`config.mk`:
```
export PLATFORM = sky130hd
export DESIGN_NAME = dtc_engine
export DESIGN_NICKNAME = d
export VERILOG_FILES = /design/src/logic/dtc_pkg.sv /design/src/logic/dtc_engine.sv /design/src/logic/dtc_arbiter.sv
export SDC_FILE = /design/constraint.sdc
export NUM_CORES = 2
export LEC_CHECK = 0
export ABC_CLOCK_PERIOD_IN_PS = 19300
export BUFFER_PORTS_ARGS = -buffer_cell sky130_fd_sc_hd__buf_2
export CAP_MARGIN = 10
export CELL_PAD_IN_SITES_DETAIL_PLACEMENT = 2
export CELL_PAD_IN_SITES_GLOBAL_PLACEMENT = 2
export CORE_MARGIN = 5
export CORE_UTILIZATION = 29
export CTS_BUF_LIST = sky130_fd_sc_hd__clkbuf_16
export DETAILED_ROUTE_END_ITERATION = 8
export GPL_ROUTABILITY_DRIVEN = 0
export PLACE_DENSITY_LB_ADDON = 0.1
export SLEW_MARGIN = 20
export SYNTH_ARGS = -nofsm -noshare
export SYNTH_HDL_FRONTEND = slang
export SYNTH_SLANG_ARGS = --single-unit
```
`constraint.sdc`:
```
create_clock -name clk -period 19.3 [get_ports clk]
set_clock_uncertainty 0.05 [all_clocks]
set_input_delay 1.93 -clock clk [delete_from_list [all_inputs] [get_ports clk]]
set_output_delay 1.93 -clock clk [all_outputs]
set_load 0.02 [all_outputs]
```
`src/logic/dtc_pkg.sv`:
```
// shared constants of the direct transfer controller: descriptor layout,
// bus codes, checksum polynomial and the engine state encodings.
// assumes a single clock domain and word-only bus traffic.
package dtc_pkg;
  localparam int          NUM_CH       = 12;       // channel count
  localparam int          PRIO_W       = 2;        // priority field width
  localparam int          ADDR_W       = 32;       // bus address width
  localparam int          DESC_WORDS   = 4;        // words per descriptor
  localparam int          DESC_SHIFT   = 4;        // log2 of descriptor bytes
  localparam int          DW_CTRL      = 0;        // control word index
  localparam int          DW_SRC       = 1;        // source address index
  localparam int          DW_DST       = 2;        // destination address index
  localparam int          DW_NEXT      = 3;        // link address index
  localparam int          CTRL_VALID   = 0;        // descriptor valid bit
  localparam int          CTRL_SRC_INC = 1;        // source increments
  localparam int          CTRL_DST_INC = 2;        // destination increments
  localparam int          CNT_LSB      = 16;       // beat count position
  localparam int          CNT_W        = 16;       // beat count width
  localparam logic [31:0] WORD_BYTES   = 32'h4;    // address step per beat
  localparam logic [1:0]  HTRANS_IDLE  = 2'h0;     // bus idle code
  localparam logic [1:0]  HTRANS_NSEQ  = 2'h2;     // bus non-sequential code
  localparam logic [31:0] CRC_POLY     = 32'h04C11DB7;
  localparam logic [31:0] CRC_INIT     = 32'hFFFFFFFF;
  localparam logic [31:0] WORD_RST     = 32'h00000000;

  typedef enum logic [2:0] {ST_IDLE, ST_FETCH, ST_READ, ST_WRITE, ST_WB} state_t;
  typedef enum logic [1:0] {PH_ISSUE, PH_ADDR, PH_DATA} phase_t;
endpackage

```
`src/logic/dtc_engine.sv`:
```
// direct transfer controller core: request capture, arbitration, descriptor
// fetch, data move, write-back and checksum.
// assumes three same-clock bus masters with word-only single transfers.
//
// Contract
// up to twelve channels, each with triggers
// triggered channels request the arbiter, nothing else
// one granted channel at a time acts
// fetch granted channel's descriptor before moving data
// higher priority request pre-empts active channel
// write back descriptor, then switch channel
// completion raises selectable interrupt and event
// payload traffic only on data port
// separate fetch port; fetch precedes start/resume
// write-back uses its own port
// bus master ports follow the published bus
// any peripheral/memory endpoint pairing allowed
// software, event and peripheral triggers accepted
// descriptors live in memory, one per transfer
// descriptors link, closed chains make rings
// checksum engine runs beside the transfers
// highest priority wins, lowest index breaks ties
`timescale 1ns/1ps
`default_nettype none
module dtc_engine
  import dtc_pkg::*;
#(
  parameter int NCH = NUM_CH,
  parameter int PW  = PRIO_W,
  parameter int CW  = $clog2(NCH)
) (
  input  wire logic              clk,        // core clock
  input  wire logic              rst_n,      // async reset, low
  input  wire logic [NCH-1:0]    ch_enable,  // channel may be triggered
  input  wire logic [NCH-1:0]    sw_trig,    // software trigger pulses
  input  wire logic [NCH-1:0]    evt_trig,   // event fabric triggers
  input  wire logic [NCH-1:0]    per_req,    // peripheral requests
  input  wire logic [NCH*PW-1:0] ch_prio,    // priority per channel
  input  wire logic [NCH-1:0]    irq_sel,    // completion interrupt select
  input  wire logic [NCH-1:0]    evt_sel,    // completion event select
  input  wire logic [31:0]       desc_base,  // first descriptor table
  input  wire logic [31:0]       wb_base,    // write-back table
  input  wire logic              crc_clear,  // restart checksum
  output logic [31:0]            f_haddr,    // fetch port address
  output logic [1:0]             f_htrans,   // fetch port transfer type
  input  wire logic [31:0]       f_hrdata,   // fetch port read data
  input  wire logic              f_hready,   // fetch port ready
  output logic [31:0]            d_haddr,    // data port address
  output logic [1:0]             d_htrans,   // data port transfer type
  output logic                   d_hwrite,   // data port direction
  output logic [31:0]            d_hwdata,   // data port write data
  input  wire logic [31:0]       d_hrdata,   // data port read data
  input  wire logic              d_hready,   // data port ready
  output logic [31:0]            w_haddr,    // write-back port address
  output logic [1:0]             w_htrans,   // write-back transfer type
  output logic [31:0]            w_hwdata,   // write-back write data
  input  wire logic              w_hready,   // write-back port ready
  output logic [NCH-1:0]         done_irq,   // completion interrupt pulse
  output logic [NCH-1:0]         done_evt,   // completion event pulse
  output logic [CW-1:0]          active_ch,  // channel being served
  output logic                   busy,       // engine not idle
  output logic [31:0]            crc_value   // running checksum
);
  // refuse channel counts outside one to twelve and priority widths below one
  if (NCH < 1 || NCH > 12 || PW < 1) begin : g_bad
    $error("channel count or priority width out of range");
  end

  state_t      state_reg, state_next;
  phase_t      phase_reg, phase_next;
  logic [1:0]  widx_reg, widx_next;
  logic [CW-1:0] act_reg;
  logic [PW-1:0] act_prio_reg;
  logic [31:0] desc_reg [DESC_WORDS];
  logic [31:0] cur_desc_reg [NCH];
  logic [31:0] data_reg;
  logic [31:0] crc_reg;
  logic [NCH-1:0] pend_reg, pend_next;
  logic [NCH-1:0] saved_reg, saved_next;
  logic [NCH-1:0] linked_reg, linked_next;
  logic [NCH-1:0] irq_reg, irq_next;
  logic [NCH-1:0] evt_reg, evt_next;
  logic [31:0] f_haddr_reg, d_haddr_reg, w_haddr_reg;
  logic [1:0]  f_htrans_reg, d_htrans_reg, w_htrans_reg;
  logic        d_hwrite_reg;
  logic [31:0] d_hwdata_reg, w_hwdata_reg;

  wire         gnt_valid;
  wire [CW-1:0] gnt_idx;
  wire [PW-1:0] gnt_prio;

  // requests go to the arbiter; the engine acts only on its grant
  dtc_arbiter #(.NCH(NCH), .PW(PW), .CW(CW)) u_arb (
    .req       (pend_reg),
    .prio      (ch_prio),
    .gnt_valid (gnt_valid),
    .gnt_idx   (gnt_idx),
    .gnt_prio  (gnt_prio)
  );

  // bus handshake decode, shared by the three ports
  wire        hready_sel = (state_reg == ST_FETCH) ? f_hready :
                           (state_reg == ST_WB) ? w_hready : d_hready;
  wire        busy_now   = state_reg != ST_IDLE;
  wire        is_issue   = busy_now && phase_reg == PH_ISSUE;
  wire        addr_acc   = busy_now && phase_reg == PH_ADDR && hready_sel;
  wire        beat_done  = busy_now && phase_reg == PH_DATA && hready_sel;
  wire        last_word  = widx_reg == 2'h3;

  // descriptor fields of the active channel
  wire [CNT_W-1:0] cnt      = desc_reg[DW_CTRL][CNT_LSB +: CNT_W];
  wire        desc_valid    = desc_reg[DW_CTRL][CTRL_VALID];
  wire        src_inc       = desc_reg[DW_CTRL][CTRL_SRC_INC];
  wire        dst_inc       = desc_reg[DW_CTRL][CTRL_DST_INC];
  wire [31:0] link_addr     = desc_reg[DW_NEXT];

  // event decode of the sequence
  wire fetch_beat = beat_done && state_reg == ST_FETCH;
  wire read_beat  = beat_done && state_reg == ST_READ;
  wire write_beat = beat_done && state_reg == ST_WRITE;
  wire wb_beat    = beat_done && state_reg == ST_WB;
  wire fetch_end  = fetch_beat && last_word;
  wire wb_end     = wb_beat && last_word;
  wire desc_empty = !desc_valid || cnt == '0;
  wire last_beat  = cnt == CNT_W'(1);
  wire preempt    = gnt_valid && gnt_prio > act_prio_reg;
  wire finish     = (fetch_end && desc_empty) || (write_beat && last_beat);

  // descriptor addresses: write-back slot when resuming, else chain or table
  wire [31:0] slot_off   = 32'(act_reg) << DESC_SHIFT;
  wire [31:0] word_off   = 32'({widx_reg, 2'h0});
  wire [31:0] chain_addr = linked_reg[act_reg] ? cur_desc_reg[act_reg]
                                               : desc_base + slot_off;
  wire [31:0] fetch_addr = (saved_reg[act_reg] ? wb_base + slot_off
                                               : chain_addr) + word_off;
  wire [31:0] wb_addr    = wb_base + slot_off + word_off;

  // word-serial checksum, one bit per loop step
  function automatic logic [31:0] crc_word(input logic [31:0] c,
                                           input logic [31:0] d);
    logic [31:0] r;
    logic        fb;
    r = c;
    for (int b = 31; b >= 0; b--) begin
      fb = r[31] ^ d[b];
      r  = {r[30:0], 1'b0};
      if (fb) begin
        r = r ^ CRC_POLY;
      end
    end
    return r;
  endfunction

  // per-channel request, completion and resume bookkeeping
  for (genvar c = 0; c < NCH; c++) begin : g_ch
    wire trig   = ch_enable[c] & (sw_trig[c] | evt_trig[c] | per_req[c]);
    wire is_act = act_reg == CW'(c);
    wire done_c = finish && is_act;
    // a trigger in the completion cycle survives: set wins over clear
    assign pend_next[c]   = trig | (pend_reg[c] & ~done_c);
    assign irq_next[c]    = done_c & irq_sel[c];
    assign evt_next[c]    = done_c & evt_sel[c];
    assign saved_next[c]  = (wb_end && is_act) |
                            (saved_reg[c] & ~(fetch_end && is_act));
    assign linked_next[c] = done_c ? link_addr != '0 : linked_reg[c];
  end

  // sequencer: grant, fetch, move, write back
  always_comb begin
    state_next = state_reg;
    widx_next  = widx_reg;
    unique case (state_reg)
      ST_IDLE: begin
        widx_next = 2'h0;
        if (gnt_valid) begin
          state_next = ST_FETCH;
        end
      end
      ST_FETCH: begin
        if (fetch_beat) begin
          widx_next = widx_reg + 2'h1;
          if (last_word) begin
            state_next = desc_empty ? ST_IDLE : ST_READ;
          end
        end
      end
      ST_READ: begin
        if (read_beat) begin
          state_next = ST_WRITE;
        end
      end
      ST_WRITE: begin
        if (write_beat) begin
          if (last_beat) begin
            state_next = ST_IDLE;
          end else if (preempt) begin
            state_next = ST_WB;
            widx_next  = 2'h0;
          end else begin
            state_next = ST_READ;
          end
        end
      end
      ST_WB: begin
        if (wb_beat) begin
          widx_next = widx_reg + 2'h1;
          if (last_word) begin
            state_next = ST_IDLE;
          end
        end
      end
    endcase
  end

  // bus phase: issue, address accepted, data accepted
  always_comb begin
    phase_next = phase_reg;
    unique case (phase_reg)
      PH_ISSUE: phase_next = busy_now ? PH_ADDR : PH_ISSUE;
      PH_ADDR:  phase_next = hready_sel ? PH_DATA : PH_ADDR;
      PH_DATA:  phase_next = hready_sel ? PH_ISSUE : PH_DATA;
    endcase
    if (!busy_now) begin
      phase_next = PH_ISSUE;
    end
  end

  // control state
  always_ff @(posedge clk or negedge rst_n) begin
    if (!rst_n) begin
      state_reg  <= ST_IDLE;
      phase_reg  <= PH_ISSUE;
      widx_reg   <= 2'h0;
      pend_reg   <= '0;
      saved_reg  <= '0;
      linked_reg <= '0;
      irq_reg    <= '0;
      evt_reg    <= '0;
    end else begin
      state_reg  <= state_next;
      phase_reg  <= phase_next;
      widx_reg   <= widx_next;
      pend_reg   <= pend_next;
      saved_reg  <= saved_next;
      linked_reg <= linked_next;
      irq_reg    <= irq_next;
      evt_reg    <= evt_next;
    end
  end

  // grant capture: only the granted channel becomes active
  always_ff @(posedge clk or negedge rst_n) begin
    if (!rst_n) begin
      act_reg      <= '0;
      act_prio_reg <= '0;
    end else if (state_reg == ST_IDLE && gnt_valid) begin
      act_reg      <= gnt_idx;
      act_prio_reg <= gnt_prio;
    end
  end

  // descriptor store: loaded by fetch, advanced by each written beat
  always_ff @(posedge clk or negedge rst_n) begin
    if (!rst_n) begin
      for (int i = 0; i < DESC_WORDS; i++) begin
        desc_reg[i] <= WORD_RST;
      end
    end else if (fetch_beat) begin
      desc_reg[widx_reg] <= f_hrdata;
    end else if (write_beat) begin
      desc_reg[DW_CTRL][CNT_LSB +: CNT_W] <= cnt - CNT_W'(1);
      // fixed addresses serve peripheral endpoints, stepping ones memory
      desc_reg[DW_SRC] <= desc_reg[DW_SRC] + (src_inc ? WORD_BYTES : '0);
      desc_reg[DW_DST] <= desc_reg[DW_DST] + (dst_inc ? WORD_BYTES : '0);
    end
  end

  // chain pointer per channel; a link back to the head forms a ring
  always_ff @(posedge clk or negedge rst_n) begin
    if (!rst_n) begin
      for (int i = 0; i < NCH; i++) begin
        cur_desc_reg[i] <= WORD_RST;
      end
    end else if (finish && link_addr != '0) begin
      cur_desc_reg[act_reg] <= link_addr;
    end
  end

  // payload word and checksum; clear wins over a beat
  always_ff @(posedge clk or negedge rst_n) begin
    if (!rst_n) begin
      data_reg <= WORD_RST;
      crc_reg  <= CRC_INIT;
    end else begin
      if (read_beat) begin
        data_reg <= d_hrdata;
      end
      if (crc_clear) begin
        crc_reg <= CRC_INIT;
      end else if (write_beat) begin
        crc_reg <= crc_word(crc_reg, data_reg);
      end
    end
  end

  // descriptor fetch port
  always_ff @(posedge clk or negedge rst_n) begin
    if (!rst_n) begin
      f_haddr_reg  <= WORD_RST;
      f_htrans_reg <= HTRANS_IDLE;
    end else if (is_issue && state_reg == ST_FETCH) begin
      f_haddr_reg  <= fetch_addr;
      f_htrans_reg <= HTRANS_NSEQ;
    end else if (addr_acc && state_reg == ST_FETCH) begin
      f_htrans_reg <= HTRANS_IDLE;
    end
  end

  // payload port: reads the source, then writes the destination
  always_ff @(posedge clk or negedge rst_n) begin
    if (!rst_n) begin
      d_haddr_reg  <= WORD_RST;
      d_htrans_reg <= HTRANS_IDLE;
      d_hwrite_reg <= 1'b0;
      d_hwdata_reg <= WORD_RST;
    end else if (is_issue && (state_reg == ST_READ || state_reg == ST_WRITE)) begin
      d_haddr_reg  <= state_reg == ST_READ ? desc_reg[DW_SRC] : desc_reg[DW_DST];
      d_hwrite_reg <= state_reg == ST_WRITE;
      d_htrans_reg <= HTRANS_NSEQ;
    end else if (addr_acc && (state_reg == ST_READ || state_reg == ST_WRITE)) begin
      d_htrans_reg <= HTRANS_IDLE;
      d_hwdata_reg <= data_reg;
    end
  end

  // write-back port, data follows the accepted address
  always_ff @(posedge clk or negedge rst_n) begin
    if (!rst_n) begin
      w_haddr_reg  <= WORD_RST;
      w_htrans_reg <= HTRANS_IDLE;
      w_hwdata_reg <= WORD_RST;
    end else if (is_issue && state_reg == ST_WB) begin
      w_haddr_reg  <= wb_addr;
      w_htrans_reg <= HTRANS_NSEQ;
    end else if (addr_acc && state_reg == ST_WB) begin
      w_htrans_reg <= HTRANS_IDLE;
      w_hwdata_reg <= desc_reg[widx_reg];
    end
  end

  // status flops
  logic [CW-1:0] active_reg;
  logic          busy_reg;
  always_ff @(posedge clk or negedge rst_n) begin
    if (!rst_n) begin
      active_reg <= '0;
      busy_reg   <= 1'b0;
    end else begin
      active_reg <= act_reg;
      busy_reg   <= busy_now;
    end
  end

  assign f_haddr   = f_haddr_reg;
  assign f_htrans  = f_htrans_reg;
  assign d_haddr   = d_haddr_reg;
  assign d_htrans  = d_htrans_reg;
  assign d_hwrite  = d_hwrite_reg;
  assign d_hwdata  = d_hwdata_reg;
  assign w_haddr   = w_haddr_reg;
  assign w_htrans  = w_htrans_reg;
  assign w_hwdata  = w_hwdata_reg;
  assign done_irq  = irq_reg;
  assign done_evt  = evt_reg;
  assign active_ch = active_reg;
  assign busy      = busy_reg;
  assign crc_value = crc_reg;
endmodule
`default_nettype wire

```
`src/logic/dtc_arbiter.sv`:
```
// priority arbiter of the transfer controller: picks one pending channel.
// assumes stable requests within the cycle.
`timescale 1ns/1ps
`default_nettype none
module dtc_arbiter
  import dtc_pkg::*;
#(
  parameter int NCH = NUM_CH,
  parameter int PW  = PRIO_W,
  parameter int CW  = $clog2(NCH)
) (
  input  wire logic [NCH-1:0]    req,       // pending channel requests
  input  wire logic [NCH*PW-1:0] prio,      // priority per channel
  output logic                   gnt_valid, // some channel wins
  output logic [CW-1:0]          gnt_idx,   // winning channel
  output logic [PW-1:0]          gnt_prio   // winner's priority
);
  // scan downward with >= so the lowest index wins among equals
  always_comb begin
    gnt_valid = 1'b0;
    gnt_idx   = '0;
    gnt_prio  = '0;
    for (int i = NCH - 1; i >= 0; i--) begin
      if (req[i] && (!gnt_valid || prio[i*PW +: PW] >= gnt_prio)) begin
        gnt_valid = 1'b1;
        gnt_idx   = CW'(i);
        gnt_prio  = prio[i*PW +: PW];
      end
    end
  end
endmodule
`default_nettype wire

```
==> flow_summary.json <==
{
  "hold_class": "reg -> reg",
  "slew_viol_final": 0,
  "rsz0062_at_grt": "no",
  "row_count": 142,
  "die_area_sq_um": 158000,
  "port_buffers": 454,
  "final_util_pct": 34.3,
  "via_per_inst": 5.08,
  "drt_iter0_drc": 1319,
  "yosysSeqAreaShare_pct": 47.2,
  "cp-start-kind": "input port",
  "synthFlopType": "dfrtp_1",
  "route.vias.total": 31500,
  "clkSlewWorstSetupHoldPaths_ns": 0.07,
  "clk_latency_ns": 0.70,
  "regArea_sq_um": 20500,
  "placed_cell_area_sq_um": 48100,
  "drive_gt1_share_pct": 33.6,
  "avgRoutedWirePerCell_um": 25.8,
  "totalWireLength_um": 160000,
  "crit_type": "in -> reg",
  "cts_root_buf": "clkbuf_16",
  "nFillCells": 15800,
  "die_w_um": 397,
  "drtAntennaViolNets": 0,
  "fin_crit_sh_pct": 85.8,
  "synth_edf_count": 0,
  "hold_viol": 0,
  "ctsResizeCount": 0,
  "multi_input_area_sq_um": 22000,
  "synth_top_area_share_pct": 45.3,
  "dp_hpwl_um": 110000,
  "floorplan.initialDensity_pct": 29.1,
  "crit_fanout": 5,
  "nNetsFinal": 4376,
  "async_flop_share_pct": 100,
  "h-tree-depth": 3,
  "grt_pass1_wl_um": 240000,
  "cpPeakStageDelay_ns": 0.50,
  "grt_pass1_vias": 34900,
  "crit_path_end_kind": "register",
  "coreArea_sq_um": 149000,
  "hold_buffers": 0,
  "post_cts_buffers": 0,
  "synth_warnings": 0,
  "clock.fmax_mhz": 60.4,
  "layout_commonest_cell": "dfrtp_1",
  "die_y_um": 397,
  "ys_types": 78,
  "synth_top_area_cell": "dfrtp_1",
  "grt-ovfl-total": 0,
  "grt_max_degree": 158,
  "drt_pass1_iterations": 5,
  "drc_errors": 0,
  "critPathSlowestCell": "or3b_2",
  "cts_tree": "built",
  "status": "finished, final reports clean",
  "cts.path.max_buffers": 3,
  "finalSetupViolations": 0,
  "setup_tns_ns": 0,
  "cts_buffers": 101,
  "cpMostUsedCell": "ha_1",
  "clkSinkCount": 818,
  "layout_common_cells": "dfrtp_1, mux2_2, buf_2",
  "synth_seq_cells": 818,
  "fin_area_sq_um": 51200,
  "syn2layout_area_growth_pct": 17.9,
  "maxCapViolCount": 0,
  "required_ns": 19.87,
  "worstMarginPinSlew_ns": 1.05,
  "relSlewSlack_pct": 29.4,
  "synth.area.top_cells": "dfrtp_1, mux2_2, mux4_2",
  "netlist_instances": 3712,
  "synth.cell_area_sq_um": 43400,
  "syn_avg_cell_area_sq_um": 11.7,
  "antenna_found_initial": 13,
  "pin_count": 458,
  "largest_reg_flops": 384,
  "worstPathArrival_ns": 17.12,
  "grt_usage_pct": 20.1,
  "fin_crit_ns": 16.55
}
==> cell families after synthesis <==
logic type / Yosys count / synth area share [%]
other: 1 / 0.00863
flip-flops: 818 / 47.2
buffers and inverters: 297 / 2.65
XOR/XNOR: 350 / 9.03
adder cells (fa/ha/maj): 47 / 1.41
AND/OR/NAND/NOR: 925 / 9.81
multiplexers: 702 / 21.4
AO/OA/AOI/OAI: 572 / 8.45
==> per-stage QoR <==
stage	hold slack, ns	cells	setup slack (ns)
after global routing	0.453	6198	1.42
after CTS	0.428	6198	2.66
after global placement	0.405	6014	2.32
final	0.423	6202	2.75
after floorplan	0.346	3714	4.31
after detailed placement	0.415	6014	2.01
==> synth_stat cells, types with 13 or more instances <==
cell type and instances:
a211o_1 24, a31oi_1 13, dfrtp_1 786, buf_2 19, a21o_1 13, o21ai_0 230
buf_1 22, and2_1 39, nor3b_1 29, xnor3_1 18, xnor2_1 195, and3_1 41
nand4_1 17, ha_1 41, o311ai_0 13, a211oi_1 29, mux2i_1 76, o31ai_1 21
mux2_2 493, a21oi_1 99, nand2_1 404, nor3_1 53, inv_1 56, a221o_1 38
dfstp_2 32, xnor2_2 14, nand3_1 41, xor2_1 90, mux4_2 133, nand2b_1 22
clkbuf_1 197, o211ai_1 20, nor4_1 34, nor2_1 192
==> layout make-up <==
class                           instances  area share [%]
Inverter                               56           0.411
Clock inverter                         82            1.11
Timing Repair Buffer                  525            5.57
Multi-Input combinational cell       2599            42.9
Clock buffer                          102            4.99
Tap cell                             2016            4.93
Antenna cell                            4          0.0195
Sequential cell                       818            40.1
==> worst max-delay path, delay by kind of cell <==
| kind | cells | cell delay [ns] |
|---|---|---|
| buffers and inverters | 3 | 0.21 |
| and+or+nand+nor | 22 | 2.92 |
| muxes | 3 | 1.15 |
| AOI/OAI and AO/OA | 31 | 7.31 |
| adders and majority gates | 13 | 3.56 |
==> per-layer routing <==
metal  GRT usage [%]  wire, um  up-vias
met5               0        69        -
met3            3.14      6110      175
met2            33.0     74900      600
met4            3.76      2820       10
li1                -         -    14100
met1            28.2     76000    16600
==> path summary, 6_finish.rpt <==
path	from	to	slack [ns]	cells past startpoint
min in group asynchronous	rst_n	d_hwdata[13]	1.18	1
setup / recovery	ch_prio[22]	widx_reg[1]	2.75	72
hold reg to reg	d_htrans[1]	d_htrans[1]	0.42	1
setup reg to reg	pend_reg[11]	widx_reg[1]	3.57	71
max in group asynchronous	rst_n	cur_desc_reg[69]	15.14	4
hold / removal	d_htrans[1]	d_htrans[1]	0.42	1
Power is left out: the tool's default activity adds up to more than one toggle a clock period on the data nets, which glitch-free logic cannot reach.
